File: src/trigger_sync_pkg.sv
// Package with constants and carrier types for the trigger and sync unit.
package trigger_sync_pkg;

  // System clock rate and derived pulse lengths.
  localparam int unsigned CLK_FREQ_HZ        = 100_000_000;
  localparam int unsigned UPDATE_PULSE_US    = 20;
  localparam int unsigned UPDATE_PULSE_CYC   = UPDATE_PULSE_US * (CLK_FREQ_HZ / 1_000_000);
  localparam int unsigned REF_CLK_HZ         = 1_000_000;
  localparam int unsigned REF_HALF_CYC       = CLK_FREQ_HZ / (2 * REF_CLK_HZ);

  // Counter widths and the numbers of generators and boards.
  localparam int unsigned PULSE_CNT_W = 12;
  localparam int unsigned REF_CNT_W   = 6;
  localparam int unsigned WG_LEN_W    = 16;
  localparam int unsigned NUM_WG      = 4;
  localparam int unsigned NUM_BOARDS  = 2;

  // APB register byte addresses.
  localparam logic [7:0] ADDR_CTRL    = 8'h00;
  localparam logic [7:0] ADDR_WG_MODE = 8'h04;
  localparam logic [7:0] ADDR_CMD     = 8'h08;
  localparam logic [7:0] ADDR_STATUS  = 8'h0C;
  localparam logic [7:0] ADDR_LEN_AB  = 8'h10;
  localparam logic [7:0] ADDR_LEN_CD  = 8'h14;

  // Control field positions.
  localparam int unsigned CTRL_LO_SYNC_BIT = 0;
  localparam int unsigned CTRL_HI_SYNC_BIT = 1;
  localparam int unsigned CTRL_REFCLK_BIT  = 2;

  // Command field positions (write-one pulses).
  localparam int unsigned CMD_SYNC_LO_BIT  = 0;
  localparam int unsigned CMD_SYNC_HI_BIT  = 1;
  localparam int unsigned CMD_START_LSB    = 4;
  localparam int unsigned CMD_STOP_LSB     = 8;

  // Reset values.
  localparam logic [31:0] CTRL_RST    = 32'h0000_0000;
  localparam logic [7:0]  WG_MODE_RST = 8'h00;
  localparam logic [WG_LEN_W-1:0] WG_LEN_RST = 16'h0064;

  // Generator trigger modes.
  typedef enum logic [1:0] {
    TRIG_DISABLED   = 2'h0,
    TRIG_START_ONLY = 2'h1,
    TRIG_START_STOP = 2'h2,
    TRIG_SINGLE     = 2'h3
  } trig_mode_t;

  // Per-generator run state, Gray along idle, run, step.
  typedef enum logic [1:0] {
    WG_IDLE = 2'h0,
    WG_RUN  = 2'h1,
    WG_STEP = 2'h3
  } wg_state_t;

  // APB request carrier.
  typedef struct packed {
    logic        psel;
    logic        penable;
    logic        pwrite;
    logic [7:0]  paddr;
    logic [31:0] pwdata;
  } apb_req_t;

endpackage

File: src/trigger_sync_io.sv
// Trigger and synchronization input/output unit with APB registers.
//
// Local design decisions: the APB slave port and the register offsets.
`timescale 1ns/1ps

// Behaviour
// - Board update indicator rises on update; stays high in immediate mode.
// - Generator sync output high for first half of waveform length.
// - External sync rising edge updates board only in synchronized mode.
// - Trigger rising edge starts or steps; falling edge stops when selected.
// - 1 MHz 50% reference clock output, driven only once enabled.
// - Reset switches channels off and returns outputs to zero.
// - Open inputs read low and never cause updates or triggers.
// - Generators A, B belong to lower board; C, D to higher board.
// - Four generators, each with own trigger and sync output.
// - Synchronized mode: indicator low, one 20 us pulse per sync event.
// - Immediate mode passes values straight through, ignoring sync input.
// - Sync events come from input edge, remote command or host button.
// - Trigger modes: disabled, start-only, start-stop, single-step.
module trigger_sync_io (
  input  wire logic        ref_clk,
  input  wire logic        srst,
  input  wire logic        psel,
  input  wire logic        penable,
  input  wire logic        pwrite,
  input  wire logic [7:0]  paddr,
  input  wire logic [31:0] pwdata,
  output logic [31:0]      prdata,
  output logic             pready,
  output logic             pslverr,
  input  wire logic        lower_board_update_input,
  input  wire logic        higher_board_update_input,
  input  wire logic [3:0]  wavegen_trigger_input,
  output logic             lower_board_update_indicator,
  output logic             higher_board_update_indicator,
  output logic [3:0]       wavegen_sync_output,
  output logic             reference_clock_output,
  output logic [1:0]       board_update_strobe,
  output logic [3:0]       wavegen_step_strobe,
  output logic [3:0]       wavegen_running,
  output logic             channels_off
);

  localparam int unsigned PW = trigger_sync_pkg::PULSE_CNT_W;
  localparam int unsigned LW = trigger_sync_pkg::WG_LEN_W;

  // Bundle the APB request.
  trigger_sync_pkg::apb_req_t req;
  assign req = '{psel, penable, pwrite, paddr, pwdata};

  // Two-stage synchronizers; the first stage feeds only the second.
  logic [5:0] meta_ff, sync_ff, prev_ff;
  logic [5:0] nxt_meta, nxt_sync, nxt_prev, rise, fall;
  always_comb begin
    nxt_meta = {wavegen_trigger_input, higher_board_update_input, lower_board_update_input};
    nxt_sync = meta_ff;
    nxt_prev = sync_ff;
  end
  always_ff @(posedge ref_clk) begin
    if (srst) begin
      meta_ff <= 6'h00;
      sync_ff <= 6'h00;
      prev_ff <= 6'h00;
    end else begin
      meta_ff <= nxt_meta;
      sync_ff <= nxt_sync;
      prev_ff <= nxt_prev;
    end
  end
  assign rise = sync_ff & ~prev_ff;
  assign fall = ~sync_ff & prev_ff;

  // APB register state.
  logic [31:0] ctrl_ff, nxt_ctrl;
  logic [7:0]  mode_ff, nxt_mode;
  logic [LW-1:0] len_ff [4];
  logic [LW-1:0] nxt_len [4];
  logic [31:0] prdata_ff, nxt_prdata;
  logic        pready_ff, nxt_pready, pslverr_ff, nxt_pslverr;
  logic [31:0] cmd_ff, nxt_cmd;
  logic [3:0]  wavegen_running_ff;
  logic        access;
  assign access = req.psel & req.penable & ~pready_ff;

  // Register decode; one wait state so pready is a flop.
  always_comb begin
    nxt_ctrl    = ctrl_ff;
    nxt_mode    = mode_ff;
    nxt_len     = len_ff;
    nxt_cmd     = 32'h0000_0000;
    nxt_prdata  = prdata_ff;
    nxt_pready  = 1'b0;
    nxt_pslverr = 1'b0;
    if (access) begin
      nxt_pready = 1'b1;
      nxt_prdata = 32'h0000_0000;
      case (req.paddr)
        trigger_sync_pkg::ADDR_CTRL: begin
          if (req.pwrite) nxt_ctrl = {29'h0, req.pwdata[2:0]};
          nxt_prdata = ctrl_ff;
        end
        trigger_sync_pkg::ADDR_WG_MODE: begin
          if (req.pwrite) nxt_mode = req.pwdata[7:0];
          nxt_prdata = {24'h0, mode_ff};
        end
        trigger_sync_pkg::ADDR_CMD: begin
          if (req.pwrite) nxt_cmd = req.pwdata;
        end
        trigger_sync_pkg::ADDR_STATUS: begin
          nxt_prdata = {22'h0, sync_ff, wavegen_running_ff};
        end
        trigger_sync_pkg::ADDR_LEN_AB: begin
          if (req.pwrite) begin
            nxt_len[0] = req.pwdata[15:0];
            nxt_len[1] = req.pwdata[31:16];
          end
          nxt_prdata = {len_ff[1], len_ff[0]};
        end
        trigger_sync_pkg::ADDR_LEN_CD: begin
          if (req.pwrite) begin
            nxt_len[2] = req.pwdata[15:0];
            nxt_len[3] = req.pwdata[31:16];
          end
          nxt_prdata = {len_ff[3], len_ff[2]};
        end
        default: nxt_pslverr = 1'b1;
      endcase
    end
  end

  always_ff @(posedge ref_clk) begin
    if (srst) begin
      ctrl_ff    <= trigger_sync_pkg::CTRL_RST;
      mode_ff    <= trigger_sync_pkg::WG_MODE_RST;
      for (int i = 0; i < 4; i++) len_ff[i] <= trigger_sync_pkg::WG_LEN_RST;
      cmd_ff     <= 32'h0000_0000;
      prdata_ff  <= 32'h0000_0000;
      pready_ff  <= 1'b0;
      pslverr_ff <= 1'b0;
    end else begin
      ctrl_ff    <= nxt_ctrl;
      mode_ff    <= nxt_mode;
      len_ff     <= nxt_len;
      cmd_ff     <= nxt_cmd;
      prdata_ff  <= nxt_prdata;
      pready_ff  <= nxt_pready;
      pslverr_ff <= nxt_pslverr;
    end
  end
  assign prdata  = prdata_ff;
  assign pready  = pready_ff;
  assign pslverr = pslverr_ff;
  // Per-board sync logic: lower board is index 0, higher board index 1.
  logic [1:0]    ind_ff, nxt_ind, upd_ff, nxt_upd;
  logic [PW-1:0] pcnt_ff [2];
  logic [PW-1:0] nxt_pcnt [2];
  logic [1:0]    sync_mode, sync_evt;
  logic [PW-1:0] ind_run_ff, nxt_ind_run;
  assign sync_mode = {ctrl_ff[trigger_sync_pkg::CTRL_HI_SYNC_BIT],
                      ctrl_ff[trigger_sync_pkg::CTRL_LO_SYNC_BIT]};
  assign sync_evt  = rise[1:0] | {cmd_ff[trigger_sync_pkg::CMD_SYNC_HI_BIT],
                                  cmd_ff[trigger_sync_pkg::CMD_SYNC_LO_BIT]};
  // A new event during a pulse restarts it; the update strobe fires per event.
  always_comb begin
    for (int b = 0; b < 2; b++) begin
      nxt_upd[b]  = 1'b0;
      nxt_ind[b]  = 1'b0;
      nxt_pcnt[b] = pcnt_ff[b];
      if (!sync_mode[b]) begin
        nxt_ind[b]  = 1'b1;
        nxt_pcnt[b] = '0;
        nxt_upd[b]  = 1'b1;
      end else if (sync_evt[b]) begin
        nxt_upd[b]  = 1'b1;
        nxt_ind[b]  = 1'b1;
        nxt_pcnt[b] = PW'(trigger_sync_pkg::UPDATE_PULSE_CYC - 1);
      end else if (pcnt_ff[b] != '0) begin
        nxt_ind[b]  = 1'b1;
        nxt_pcnt[b] = pcnt_ff[b] - PW'(1);
      end
    end
    nxt_ind_run = sync_evt[0] ? PW'(1) : (ind_ff[0] ? ind_run_ff + PW'(1) : '0); // Check aid.
  end
  always_ff @(posedge ref_clk) begin
    if (srst) begin
      ind_ff     <= 2'h0;
      upd_ff     <= 2'h0;
      pcnt_ff    <= '{default: '0};
      ind_run_ff <= '0;
    end else begin
      ind_ff     <= nxt_ind;
      upd_ff     <= nxt_upd;
      pcnt_ff    <= nxt_pcnt;
      ind_run_ff <= nxt_ind_run;
    end
  end
  assign lower_board_update_indicator  = ind_ff[0];
  assign higher_board_update_indicator = ind_ff[1];
  assign board_update_strobe           = upd_ff;
  // Waveform generators; 0,1 on lower board, 2,3 on higher board.
  trigger_sync_pkg::wg_state_t wst_ff [4];
  trigger_sync_pkg::wg_state_t nxt_wst [4];
  logic [LW-1:0] pos_ff [4];
  logic [LW-1:0] nxt_pos [4];
  logic [3:0]    wsync_ff, nxt_wsync, step_ff, nxt_step, nxt_running;
  genvar g;
  generate
    for (g = 0; g < 4; g++) begin : gen_wg
      trigger_sync_pkg::trig_mode_t md;
      logic start, stop, adv;
      assign md = trigger_sync_pkg::trig_mode_t'(mode_ff[2*g +: 2]);
      always_comb begin
        start = cmd_ff[trigger_sync_pkg::CMD_START_LSB + g];
        stop  = cmd_ff[trigger_sync_pkg::CMD_STOP_LSB + g];
        case (md)
          trigger_sync_pkg::TRIG_START_ONLY: start = start | rise[2+g];
          trigger_sync_pkg::TRIG_START_STOP: begin
            start = start | rise[2+g];
            stop  = stop | fall[2+g];
          end
          default: ;
        endcase
        nxt_wst[g] = wst_ff[g];
        nxt_pos[g] = pos_ff[g];
        adv = 1'b0;
        case (wst_ff[g])
          trigger_sync_pkg::WG_IDLE: begin
            if (md == trigger_sync_pkg::TRIG_SINGLE) begin
              nxt_wst[g] = trigger_sync_pkg::WG_STEP;
            end else if (start) begin
              nxt_wst[g] = trigger_sync_pkg::WG_RUN;
              nxt_pos[g] = '0;
              adv        = 1'b1;
            end
          end
          trigger_sync_pkg::WG_RUN: begin
            adv        = 1'b1;
            nxt_pos[g] = (pos_ff[g] + LW'(1) >= len_ff[g]) ? '0 : pos_ff[g] + LW'(1);
          end
          trigger_sync_pkg::WG_STEP: begin
            if (md != trigger_sync_pkg::TRIG_SINGLE) begin
              nxt_wst[g] = trigger_sync_pkg::WG_IDLE;
            end else if (rise[2+g]) begin
              adv        = 1'b1;
              nxt_pos[g] = (pos_ff[g] + LW'(1) >= len_ff[g]) ? '0 : pos_ff[g] + LW'(1);
            end
          end
          default: nxt_wst[g] = trigger_sync_pkg::WG_IDLE;
        endcase
        if (stop || md == trigger_sync_pkg::TRIG_DISABLED && !start &&
            wst_ff[g] == trigger_sync_pkg::WG_STEP) begin
          nxt_wst[g] = trigger_sync_pkg::WG_IDLE;
          adv        = 1'b0;
          nxt_pos[g] = '0;
        end
        nxt_step[g]    = adv;
        nxt_running[g] = nxt_wst[g] != trigger_sync_pkg::WG_IDLE;
        // Sync is high over the first half of the memory; low when stopped.
        nxt_wsync[g] = nxt_running[g] && (nxt_pos[g] < (len_ff[g] >> 1));
      end
    end
  endgenerate
  always_ff @(posedge ref_clk) begin
    if (srst) begin
      wst_ff             <= '{default: trigger_sync_pkg::WG_IDLE};
      pos_ff             <= '{default: '0};
      wsync_ff           <= 4'h0;
      step_ff            <= 4'h0;
      wavegen_running_ff <= 4'h0;
    end else begin
      wst_ff             <= nxt_wst;
      pos_ff             <= nxt_pos;
      wsync_ff           <= nxt_wsync;
      step_ff            <= nxt_step;
      wavegen_running_ff <= nxt_running;
    end
  end
  assign wavegen_sync_output = wsync_ff;
  assign wavegen_step_strobe = step_ff;
  assign wavegen_running     = wavegen_running_ff;
  // Reference clock divider; held low until enabled.
  logic [5:0] rcnt_ff, nxt_rcnt;
  logic       rclk_ff, nxt_rclk, off_ff, nxt_off;
  always_comb begin
    nxt_rcnt = rcnt_ff;
    nxt_rclk = rclk_ff;
    if (!ctrl_ff[trigger_sync_pkg::CTRL_REFCLK_BIT]) begin
      nxt_rcnt = '0;
      nxt_rclk = 1'b0;
    end else if (rcnt_ff == 6'(trigger_sync_pkg::REF_HALF_CYC - 1)) begin
      nxt_rcnt = '0;
      nxt_rclk = ~rclk_ff;
    end else begin
      nxt_rcnt = rcnt_ff + 6'h01;
    end
    nxt_off = 1'b0;
  end
  always_ff @(posedge ref_clk) begin
    if (srst) begin
      rcnt_ff <= 6'h00;
      rclk_ff <= 1'b0;
      off_ff  <= 1'b1;
    end else begin
      rcnt_ff <= nxt_rcnt;
      rclk_ff <= nxt_rclk;
      off_ff  <= nxt_off;
    end
  end
  assign reference_clock_output = rclk_ff;
  assign channels_off           = off_ff;
  // Checks on the main behaviour; the pulse check counts in helper logic, not a long delay.
  a_ind_immediate: assert property (@(posedge ref_clk) disable iff (srst)
    !sync_mode[0] |=> lower_board_update_indicator) else $error("indicator low");
  a_pulse_len: assert property (@(posedge ref_clk) disable iff (srst)
    $fell(lower_board_update_indicator) && sync_mode[0] && $past(sync_mode[0], 2)
    |-> $past(ind_run_ff) == PW'(trigger_sync_pkg::UPDATE_PULSE_CYC))
    else $error("pulse length wrong");
  a_sync_update: assert property (@(posedge ref_clk) disable iff (srst)
    sync_mode[0] && rise[0] |=> board_update_strobe[0]) else $error("no update");
  a_no_evt_quiet: assert property (@(posedge ref_clk) disable iff (srst)
    sync_mode[0] && !sync_evt[0] && pcnt_ff[0] == '0 |=> !lower_board_update_indicator)
    else $error("stray pulse");
  a_refclk_off: assert property (@(posedge ref_clk) disable iff (srst)
    !ctrl_ff[2] |=> !reference_clock_output) else $error("refclk active");
  a_refclk_half: assert property (@(posedge ref_clk) disable iff (srst)
    ctrl_ff[2] && $rose(reference_clock_output) |=> reference_clock_output[*8] ##42
    !reference_clock_output) else $error("refclk period");
  a_wg_start: assert property (@(posedge ref_clk) disable iff (srst)
    mode_ff[1:0] == 2'h1 && rise[2] && cmd_ff[8] == 1'b0 |=> wavegen_running[0])
    else $error("gen not started");
  a_wg_stop_low: assert property (@(posedge ref_clk) disable iff (srst)
    !wavegen_running[0] |-> !wavegen_sync_output[0]) else $error("sync high idle");
  a_sync_chain: assert property (@(posedge ref_clk) disable iff (srst)
    rise[0] && !$past(srst, 3) |-> $past(lower_board_update_input, 2) &&
    !$past(lower_board_update_input, 3)) else $error("sync path");
  c_ext_sync: cover property (@(posedge ref_clk) sync_mode[0] && rise[0]);
  c_wg_run: cover property (@(posedge ref_clk) $rose(wavegen_running[1]));
  c_step: cover property (@(posedge ref_clk) wst_ff[3] == trigger_sync_pkg::WG_STEP && rise[5]);
endmodule

File: config.mk
export PLATFORM = sky130hd
export DESIGN_NAME = trigger_sync_io
export DESIGN_NICKNAME = d
export VERILOG_FILES = /design/src/trigger_sync_pkg.sv /design/src/trigger_sync_io.sv
export SDC_FILE = /design/constraint.sdc
export NUM_CORES = 1
export LEC_CHECK = 0
export ABC_AREA = 1
export CAP_MARGIN = 30
export CORE_AREA = 2 2 177 179
export CTS_CLUSTER_DIAMETER = 40
export DETAILED_ROUTE_END_ITERATION = 8
export DIE_AREA = 0 0 179 181
export DONT_BUFFER_PORTS = 1
export GPL_ROUTABILITY_DRIVEN = 0
export HOLD_SLACK_MARGIN = 0.08
export PLACE_DENSITY = 0.67
export SETUP_SLACK_MARGIN = 0.3
export SLEW_MARGIN = 20
export SYNTH_ARGS = -nofsm -noshare
export SYNTH_HDL_FRONTEND = slang
export SYNTH_SLANG_ARGS = --single-unit
File: constraint.sdc
create_clock -name ref_clk -period 8.8 [get_ports ref_clk]
set_input_delay 1.76 -clock ref_clk [delete_from_list [all_inputs] [get_ports ref_clk]]
set_output_delay 1.76 -clock ref_clk [all_outputs]
set_load 0.01 [all_outputs]
## After elaboration in Yosys (flattened, before gate mapping)

Index checks and enable logic that the tools add are counted.

| storage, ports and cells | value |
|---|---|
| register bits | 259 |
| input port bits | 51 |
| output and inout port bits | 52 |
| word-level logic and storage cells | 256 |

| operators by class | value |
|---|---|
| add/subtract/negate cells | 7 |
| magnitude comparators | 8 |
| eq/ne operators | 30 |
| multiplexer cells | 94 |
| bitwise gates (word level) | 23 |
| reductions and logical operators | 58 |

Operators by type and width:

| operator | count |
|---|---|
| two-way mux 16 bit | 24 |
| case mux 16 bit (3 select lines) | 4 |
| case mux 32 bit (5 select lines) | 1 |
| adder 16 x 1 -> 16 bit (second input constant) | 4 |
| >= comparator 16 bit | 4 |
| < comparator 16 x 15 -> 1 bit | 4 |
| two-way mux 11 bit | 4 |
| two-way mux 1 bit | 37 |
| two-way mux 2 bit | 16 |
| == test 2 bit (second input constant) | 12 |
| case mux 2 bit (3 select lines) | 4 |
| nonzero test 12 bit | 2 |
| OR reduction 2 bit | 12 |
| subtractor 12 x 1 -> 12 bit (second input constant) | 2 |
| == test 2 x 1 -> 1 bit (second input constant) | 8 |
| == test 8 x 4 -> 1 bit (second input constant) | 2 |
| == test 8 x 5 -> 1 bit (second input constant) | 2 |
| logical NOT 2 bit | 8 |
| AND 6 bit | 2 |
| logical AND 1 bit | 12 |
| NOT 6 bit | 2 |
| case mux 1 bit (3 select lines) | 4 |
| AND reduction 3 bit | 4 |
| nonzero test 2 bit | 6 |
| 14 further kinds | 40 |

## Longest topological paths before layout

Gate-level depths: netlist of run 1.

| depth | value |
|---|---|
| word-level depth | 11 |
| gate-level depth with buffers | 33 |
| mapped depth without buffers | 33 |

## Worst setup path after synthesis of run 1

Ideal clock, no wire load.

| path | value |
|---|---|
| path type | flip-flop to flip-flop |
| from | register pos_ff[16] (netlist name) |
| to | register wsync_ff[2] (netlist: wavegen_sync_output[2]) |
| library setup time | 0.070 ns |
| arrival | 3.724 ns |
| slack | 5.006 ns |
| cell stages (with the launch flop) | 31 |
| buffers on the path | 1 |
| clock period less this slack | 3.794 ns |
| path through | dfxtp_1 -> ha_1 -> nand2_1 -> inv_2 -> nand2_2 -> nor3_4 -> nand2_2 -> nor3_4 -> nand3_2 -> nor3_1 -> xor2_1 -> inv_1 -> ha_1 -> nand4_1 -> a21oi_1 -> nor2_1 -> nand2_1 -> inv_1 -> buf_2 -> nand2_1 -> inv_1 -> o21ai_0 -> o2111ai_1 -> nand2_1 -> inv_1 -> ha_1 -> a21oi_1 -> nor2_1 -> a211oi_1 -> nand2_1 -> a21oi_1 |

RTL lines:

| what | line | text |
|---|---|---|
| from (decl) | trigger_sync_io.sv:203 | `logic [LW-1:0] pos_ff [4];` |
| from (signal assigned) | trigger_sync_io.sv:272 | `pos_ff <= nxt_pos;` |
| to (signal assigned) | trigger_sync_io.sv:273 | `wsync_ff <= nxt_wsync;` |
| to (decl) | trigger_sync_io.sv:205 | `logic [3:0] wsync_ff, nxt_wsync, step_ff, nxt_step, nxt_running;` |

==> results.toml, run 1 <==
[run_status]
run_status = "finished clean"

[sta]
drv_slew = 0
final.setup.tns_ns = 0
post-route-period-util = 0.5430
fin_worst_skew_ns = 0.02325
hold_viol = 0
worstMarginPinSlew_ns = 0.8079
min_period_ns = 4.778
final-setup-viol-count = 0
slew-limit-headroom = 0.4594
setup_ws_ns = 4.022
rsz0062_at_grt = "false"
fmax_mhz = 209.3
whs_ns = 0.4035

[power]
p_leak_nw = 8.227
total_power_mw = 2.857
power_per_cell_area_nw_per_um2 = 156.9
ir_worst_vdd_mv = 0.1509

[worst_setup_path]
cp_max_fo = 15
worst-path-buf-inv = 4
cp-end-kind = "flop"
worstPathArrival_ns = 5.25
r2r-end = "wavegen_sync_output[1]$_SDFF_PP0_"
crit_required_ns = 9.27
regToRegSetupSlack_ns = 4.02
timing.rr.start = "pos_ff[32]$_SDFF_PP0_"
r2r_cells = 28
slowest_delay_ns = 0.48
crit_type = "reg -> reg"
slowest_stage = "dfxtp_1"
startpoint_type = "flop"
path_delay_family = "simple AND/OR/NAND/NOR gates"
cp_common_cell = "nand2_1"
crit_cells = 28

[clock_network]
clock_path_buffers = 3
root_buffer = "clkbuf_16"
clock_latency_ns = 0.54
cts_tree = "built"
cts_hold_buf = 0
htree_levels = 2
path_clk_slew_ns = 0.05
clock-sinks = 257
cts_made_buffers = 42
cts_setup_buffers = 0
cts-resized-gates = 0

[synth]
synth_area_leaders = "dfxtp_1 (31%), ha_1 (11%), nand2_1 (9.0%)"
ys_types = 49
synth_top_cell_area_share = 0.3123
async_flop_share = 0
synth_edf_count = 0
yosys_register_bits = 257
syn-instance-count = 2403
syn-cell-area_sq_um = 16470
syn_nets = 2594
yosysSeqAreaShare = 0.3123
syn_area_per_cell_sq_um = 6.855
synth_top_flop_cell = "dfxtp_1"
yosysTopAreaCell = "dfxtp_1"
ys_warn_count = 0

[cells_and_area]
final_common_cell = "nand2_1"
drive_above_1_share = 0.07354
fin_util = 0.5998
area_delta_synth_final_pct = 10.50
stdcell_count = 2805
final_area_sq_um = 18200
layout_common_cells = "nand2_1 (395), inv_1 (366), dfxtp_1 (257)"
nets = 2568

[placement]
hpwlAfterDp_mm = 35.72
dp.cells = 2724
placed_cell_area_sq_um = 16740
io_buffers = 0
dpl_worst_slack_ns = 4.131

[floorplanning]
die_h_um = 181
fp.dieArea_sq_um = 32400
rows = 64
pin_count = 103
core_sq_um = 30350
dieWidth_um = 179
initial_core_util = 0.5428

[route]
drt_iter0_drc = 1487
route.vias.total = 15970
avgViaCountPerCell = 5.692
antenna_left = 0
wirelength_mm = 48.08
wire_per_inst_um = 17.14
drc = 0
dr.pass1.iters = 6

[global_routing]
track_usage = 0.2934
grt_pass1_vias = 14660
overflow = 0
grt_start_max_net_pins = 121
antenna_found_initial = 1
grt_pass1_wl_mm = 76.34

[worst_hold_path]
hold_class = "reg -> reg"
hold_start = "meta_ff[1]$_SDFF_PP0_"
holdPathStages = 2
min_to = "nxt_prev[1]$_SDFF_PP0_"

[flow_run]
cap_violations = 0
==> state kept, by name (all words and copies together) (netlist names) <==
register / count
meta_ff: 6
board_update_strobe: 2
prev_ff: 6
nxt_prev: 6
wst_ff: 8
prdata: 32
wavegen_running: 4
rcnt_ff: 6
reference_clock_output: 1
channels_off: 1
len_ff: 64
pcnt_ff: 24
ctrl_ff: 3
pready: 1
pslverr: 1
wavegen_sync_output: 4
pos_ff: 64
cmd_ff: 10
wavegen_step_strobe: 4
ind_ff: 2
mode_ff: 8
==> how the worst max path moves through the flow <==
stage,end,startpoint
3_5_place_dp,wavegen_sync_output[1]$_SDFF_PP0_,pos_ff[32]$_SDFF_PP0_
6_report,wavegen_sync_output[1]$_SDFF_PP0_,pos_ff[32]$_SDFF_PP0_
5_1_grt,wavegen_sync_output[2]$_SDFF_PP0_,pos_ff[16]$_SDFF_PP0_
3_3_place_gp,wavegen_sync_output[1]$_SDFF_PP0_,pos_ff[32]$_SDFF_PP0_
4_1_cts,wavegen_sync_output[1]$_SDFF_PP0_,pos_ff[32]$_SDFF_PP0_
2_1_floorplan,wavegen_sync_output[2]$_SDFF_PP0_,pos_ff[16]$_SDFF_PP0_
==> cell families after synthesis <==
family	Yosys count	share of synthesized area
AO/OA/AOI/OAI	579	0.1990
buffers and inverters	481	0.1106
XOR/XNOR	53	0.03000
AND/OR/NAND/NOR	893	0.2418
adder cells (fa/ha/maj)	140	0.1063
flip-flops	257	0.3123
==> final cells by class <==
| cell class | count | area (sq um) |
|---|---|---|
| diodes | 2 | 5.005 |
| clock buffers | 51 | 1156 |
| clock inverters | 23 | 246.5 |
| fillers | 2867 | 12150 |
| inverters | 394 | 1479 |
| multi-input cells | 1665 | 9514 |
| flip-flops and latches | 257 | 5145 |
| well taps | 396 | 495.5 |
| repair buffers | 17 | 162.7 |
==> per-layer routing <==
layer	GRT usage	vias up	wire length (um)	share of wire
met4	0.1223	0	1949	0.041
met2	0.4598	598	21510	0.45
met1	0.3911	7295	20630	0.43
met5	0	-	0	0
met3	0.05892	110	3993	0.083
li1	-	7962	-	-
==> cells in the mapped netlist (all sizes together), types with 5 or more instances <==
cell type / number
nand2: 405
inv: 392
dfxtp: 257
nor2: 255
a21oi: 243
o21ai: 171
ha: 140
nand3: 102
clkbuf: 74
nor3: 72
xor2: 45
a31oi: 36
o22ai: 36
o211ai: 35
nand4: 23
nor4: 20
o2111ai: 18
a211oi: 13
buf: 13
nand3b: 8
xnor2: 8
o211a: 5
==> worst reg2reg max path: cells and delay by family, from the launching register on <==
kind	cells	cell delay, ns
AND/OR/NAND/NOR	15	1.87
flip-flops	1	0.48
XOR/XNOR	1	0.18
adder cells (fa/ha/maj)	3	0.81
AO/OA/AOI/OAI	5	0.82
buffers and inverters	4	0.56
==> where the power goes <==
group	internal [mW]	leakage (nW)	switching, mW
Clock	1.01	0.688	0.628
Sequential	1.17	2.08	0.00483
Combinational	0.00973	5.46	0.0299
Total	2.19	8.23	0.663
Power figures use the tool's default switching activity.
==> inputs of run 2 (changes only) <==
clock period = 4.53 ns   (was 8.8 ns; I/O delays follow)
==> results.toml, run 2 (synthesis results as in run 1) <==
[cells_and_area]
stdcell_count = 2854
fillers = 2784
drive_above_1_share = 0.1193
final_area_sq_um = 18890
nets = 2617
multi_input_area_sq_um = 9838
final_common_cell = "nand2_1"
layout_common_cells = "nand2_1 (379), inv_1 (362), dfxtp_1 (243)"
register_area_sq_um = 5185
area_delta_synth_final_pct = 14.67

[worst_setup_path]
crit_type = "reg -> reg"
crit_cells = 30
worst-path-buf-inv = 6
worstPathArrival_ns = 4.75
path_delay_family = "simple AND/OR/NAND/NOR gates"
cp-end-kind = "flop"
r2r_cells = 30
crit_required_ns = 5.01
startpoint_type = "flop"
cp_common_cell = "nand2_1"
slowest_stage = "dfxtp_4"
cp_max_fo = 5
slowest_delay_ns = 0.37

[floorplanning]
dieWidth_um = 179
initial_core_util = 0.5428
rows = 64
pin_count = 103
fp.dieArea_sq_um = 32400
die_h_um = 181
core_sq_um = 30350

[sta]
setup_ws_ns = 0.2548
hold_viol = 0
min_period_ns = 4.275
rsz0062_at_grt = "true"
drv_slew = 0
fin_worst_skew_ns = 0.01627
post-route-period-util = 0.9437
slew-limit-headroom = 0.3969
final-setup-viol-count = 0
worstMarginPinSlew_ns = 0.8978
fmax_mhz = 233.9

[worst_hold_path]
hold_class = "in -> reg"
holdPathStages = 0

[clock_network]
clock_path_buffers = 3
cts_hold_buf = 0
htree_levels = 2
path_clk_slew_ns = 0.05
cts_made_buffers = 40
root_buffer = "clkbuf_16"
cts_tree = "built"
clock-sinks = 257
clock_latency_ns = 0.54

[global_routing]
antenna_found_initial = 1
grt_start_max_net_pins = 121
grt_pass1_wl_mm = 77.41
overflow = 0
track_usage = 0.2968
grt_pass1_vias = 15080

[placement]
dpl_worst_slack_ns = 0.1388
hpwlAfterDp_mm = 35.65
dp.cells = 2729
io_buffers = 0
placed_cell_area_sq_um = 16760

[power]
power_per_cell_area_nw_per_um2 = 289.2
ir_worst_vdd_mv = 0.3140
total_power_mw = 5.463
p_leak_nw = 8.493

[route]
wl_met1_mm = 21.25
antenna_left = 0
drc = 0
avgViaCountPerCell = 5.777
wirelength_mm = 50.22
routed.top_layer = "met5"
wl_met3_mm = 3.984
dr_wl_met2_mm = 22.62
drt_iter0_drc = 1577
dr.pass1.iters = 6
route.vias.total = 16490
wire_per_inst_um = 17.60

[run_status]
run_status = "finished clean"

[flow_run]
cap_violations = 0
[run 2: changes by cell type in the layout (fill, tap and decap cells not counted), sizes merged]
cell      change
buf          +50
clkinvlp      +8
inv           -6
clkbuf        -4
bufinv        +2
clkinv        -1
[run 2: worst register-to-register path: cells and delay by family, from the launching register on]
family | cells | cell delay, ns
buffers and inverters | 6 | 0.58
XOR/XNOR | 1 | 0.23
AO/OA/AOI/OAI | 5 | 0.72
AND/OR/NAND/NOR | 15 | 1.60
adder cells (fa/ha/maj) | 3 | 0.70
flip-flops | 1 | 0.37
[run 2: layout make-up]
cell class	count	area share
Multi-Input combinational cell	1665	0.5208
Sequential cell	257	0.2745
Inverter	394	0.07908
Clock buffer	47	0.05491
Timing Repair Buffer	67	0.02769
Tap cell	396	0.02623
Clock inverter	25	0.01616
Timing Repair inverter	1	0.0003974
Antenna cell	2	0.0002649
[run 2: where the power goes]
part	internal (mW)	switching [mW]	total, mW
clock network	1.90	1.21	3.11
logic	0.0175	0.0582	0.0757
registers	2.27	0.00899	2.28
total	4.19	1.27	5.46
[run 2: through the flow]
step           setup TNS (ns)    util  hold WS, ns
2_1_floorplan               0       -       0.3883
3_3_place_gp                0  0.5520       0.3903
3_5_place_dp                0  0.5524       0.3993
4_1_cts                     0  0.6022       0.3770
5_1_grt              -0.01042  0.6223       0.3779
6_report                    0  0.6224       0.3941
[run 2: final timing paths]
| check | slack (ns) | to | start |
|---|---|---|---|
| max | 0.25 | wavegen_sync_output[2]$_SDFF_PP0_ | pos_ff[16]$_SDFF_PP0_ |
| min | 0.39 | channels_off$_DFF_P_ | srst |
| max reg2reg | 0.25 | wavegen_sync_output[2]$_SDFF_PP0_ | pos_ff[16]$_SDFF_PP0_ |
| min reg2reg | 0.41 | nxt_prev[4]$_SDFF_PP0_ | meta_ff[4]$_SDFF_PP0_ |
[run 2: routing by layer]
metal | vias up | GRT usage
met5 | - | 0
met4 | 2 | 0.1356
met3 | 160 | 0.06124
met2 | 692 | 0.4734
met1 | 7579 | 0.3828
li1 | 8055 | -
[run 2: timing repair]
item | 4_1_cts | 5_1_grt
pin swaps | 3 | 75
resized for setup | 11 | 102
endpoints found under the hold margin | 0 | 0
setup buffers | 16 | 33
cloned | 1 | 0
endpoints found under the setup margin | 3 | 4
==> inputs of run 3 (changes only) <==
ABC_AREA = default   (was 1)
BUFFER_PORTS_ARGS = -buffer_cell sky130_fd_sc_hd__buf_2   (was default)
CORE_AREA = 2 2 171 173   (was 2 2 177 179)
DIE_AREA = 0 0 173 175   (was 0 0 179 181)
DONT_BUFFER_PORTS = default   (was 1)
PLACE_DENSITY = 0.71   (was 0.67)
==> results.toml, run 3 <==
[run_status]
run_status = "finished with violations"
violations = "negative setup slack"

[route]
drt_iter0_drc = 1434
wire_per_inst_um = 18.86
dr.pass1.iters = 7
wirelength_mm = 49.58
route.vias.total = 15850
avgViaCountPerCell = 6.030
drc = 0
antenna_left = 0

[synth]
synth_top_flop_cell = "dfxtp_1"
syn-instance-count = 1935
yosysSeqAreaShare = 0.3318
async_flop_share = 0
yosysTopAreaCell = "dfxtp_1"
synth_edf_count = 0
yosys_register_bits = 257
synth_top_cell_area_share = 0.3318
syn-cell-area_sq_um = 15510
syn_nets = 2126
synth_common_cells = "dfxtp_1 (257), nand2_1 (217), nor2_1 (217), a21oi_1 (191), ha_1 (140)"
synth_area_leaders = "dfxtp_1 (33%), ha_1 (11%), a21oi_1 (6.2%)"
yosysMostFrequentCell = "dfxtp_1"
syn_area_per_cell_sq_um = 8.013
ys_warn_count = 0
ys_types = 94

[clock_network]
root_buffer = "clkbuf_16"
htree_levels = 2
clock_latency_ns = 0.53
cts_made_buffers = 41
clock_path_buffers = 3
clock-sinks = 257
cts_hold_buf = 0
path_clk_slew_ns = 0.06
cts_tree = "built"

[worst_setup_path]
slowest_delay_ns = 0.44
r2r-end = "wavegen_sync_output[0]$_SDFF_PP0_"
endpoint = "wavegen_sync_output[0]$_SDFF_PP0_"
worstPathCellList = "nand4_1 -> or2_1 -> or4_4 -> xnor2_2 -> ha_1 -> nand4_1 -> buf_4 -> a2bb2oi_4 -> buf_4 -> nand4_1 -> buf_4 -> a32oi_1 -> and2_1 -> ha_1 -> o21ai_1 -> a2111oi_4 -> nand2_1 -> or4_1 -> a21oi_2 -> a211oi_1"
slowest_stage = "or4_4"
crit_required_ns = 4.91
startpoint_type = "flop"
timing.critical_path.from = "pos_ff[49]$_SDFF_PP0_"
timing.rr.start = "pos_ff[49]$_SDFF_PP0_"
cp-end-kind = "flop"
r2r_cells = 20
crit_type = "reg -> reg"
regToRegSetupSlack_ns = -0.10
cp_max_fo = 5
worstPathArrival_ns = 5.01

[global_routing]
grt_pass1_vias = 14920
track_usage = 0.3114
antenna_found_initial = 1
overflow = 0
grt_pass1_wl_mm = 76.79
grt_start_max_net_pins = 62

[sta]
slew-limit-headroom = 0.3197
fmax_mhz = 216.0
hold_viol = 0
min_period_ns = 4.631
post-route-period-util = 1.022
final-setup-viol-count = 2
drv_slew = 0
whs_ns = 0.4436
setup_ws_ns = -0.1007
final.setup.tns_ns = -0.1396
rsz0062_at_grt = "true"
fin_worst_skew_ns = 0.01297
worstMarginPinSlew_ns = 1.018

[power]
ir_worst_vdd_mv = 0.3621
power_per_cell_area_nw_per_um2 = 278.3
p_leak_nw = 8.607

[worst_hold_path]
hold_class = "reg -> reg"

[cells_and_area]
register_area_sq_um = 5195
multi_input_area_sq_um = 10470
final_area_sq_um = 20310
drive_above_1_share = 0.2709
final_common_cell = "dfxtp_1"
nets = 2403
fillers = 2189
layout_common_cells = "dfxtp_1 (229), nand2_1 (212), nor2_1 (203)"
area_delta_synth_final_pct = 31.01

[placement]
placed_cell_area_sq_um = 17380
hpwlAfterDp_mm = 34.27
io_buffers = 102

[floorplanning]
rows = 62
dieWidth_um = 173
pin_count = 103
fp.dieArea_sq_um = 30280
initial_core_util = 0.5461
die_h_um = 175
core_sq_um = 28390

[flow_run]
cap_violations = 0
==> run 3: cell count changes after synthesis, moves of 34 or more <==
cell,previous run,this run
inv_1,367,100
nor2b_1,0,35
o21ai_0,157,59
nand3_1,93,45
and2_1,2,60
nand2_1,395,217
a22oi_1,0,37
o22ai_1,36,2
a21oi_1,243,191
==> run 3: area by class of cell <==
type	count	area share
antenna	1	0.0001232
clock buffer	48	0.05488
clock inverter	27	0.01546
inverter	101	0.01866
multi-input combinational	1478	0.5151
sequential	257	0.2557
tap	384	0.02365
timing repair buffer	333	0.1163
==> run 3: how the worst min path moves through the flow <==
stage	from	to	slack, ns	cells after the start
floorplan	meta_ff[0]$_SDFF_PP0_	nxt_prev[0]$_SDFF_PP0_	0.41	1
global placement	meta_ff[1]$_SDFF_PP0_	nxt_prev[1]$_SDFF_PP0_	0.43	1
detailed placement	meta_ff[1]$_SDFF_PP0_	nxt_prev[1]$_SDFF_PP0_	0.43	1
CTS	meta_ff[3]$_SDFF_PP0_	nxt_prev[3]$_SDFF_PP0_	0.45	1
global route	meta_ff[3]$_SDFF_PP0_	nxt_prev[3]$_SDFF_PP0_	0.45	1
finish	meta_ff[5]$_SDFF_PP0_	nxt_prev[5]$_SDFF_PP0_	0.44	1
==> run 3: kinds of logic after synthesis <==
kind of cell	share of synthesized area
AND/OR/NAND/NOR	0.2458
multiplexers	0.01356
AO/OA/AOI/OAI	0.1995
buffers and inverters	0.05245
flip-flops	0.3318
XOR/XNOR	0.04398
adder cells (fa/ha/maj)	0.1130
==> run 3: repair_timing <==
item	in CTS	in global routing
gates resized for setup	117	104
setup endpoints to repair	4	5
setup buffers	56	18
pin swaps	74	74
gates cloned	1	0
==> run 3: through the flow <==
step	util	worst slack, ns	cells	power [mW]
after CTS	0.6939	-0.08304	2609	5.679
final	0.7155	-0.1007	2629	5.653
after global placement	0.6122	-0.3089	2477	2.447
after detailed placement	0.6122	-0.3911	2477	2.448
after floorplan	-	0.01209	1935	2.380
after global routing	0.7154	-0.3797	2628	5.790
==> run 3: worst max-delay path: cells and delay by family (launching register included) <==
kind	cells	cell delay, ns
AND/OR/NAND/NOR	8	1.87
XOR/XNOR	1	0.16
AO/OA/AOI/OAI	6	1.15
flip-flops	1	0.36
adder cells (fa/ha/maj)	2	0.43
buffers and inverters	3	0.51
==> run 3: report_power, final <==
group          total (mW)  internal [mW]  switching, mW  leakage (nW)
sequential           2.28           2.27        0.00790          2.09
clock                3.25           2.03           1.22         0.690
combinational       0.124         0.0367         0.0872          5.83
==> run 3: layer usage <==
metal,up-vias,track usage,part of all wire
li1,7422,-,-
met1,7503,0.3942,0.40
met2,746,0.5190,0.47
met3,182,0.05983,0.082
met4,0,0.1324,0.043
met5,-,0,0
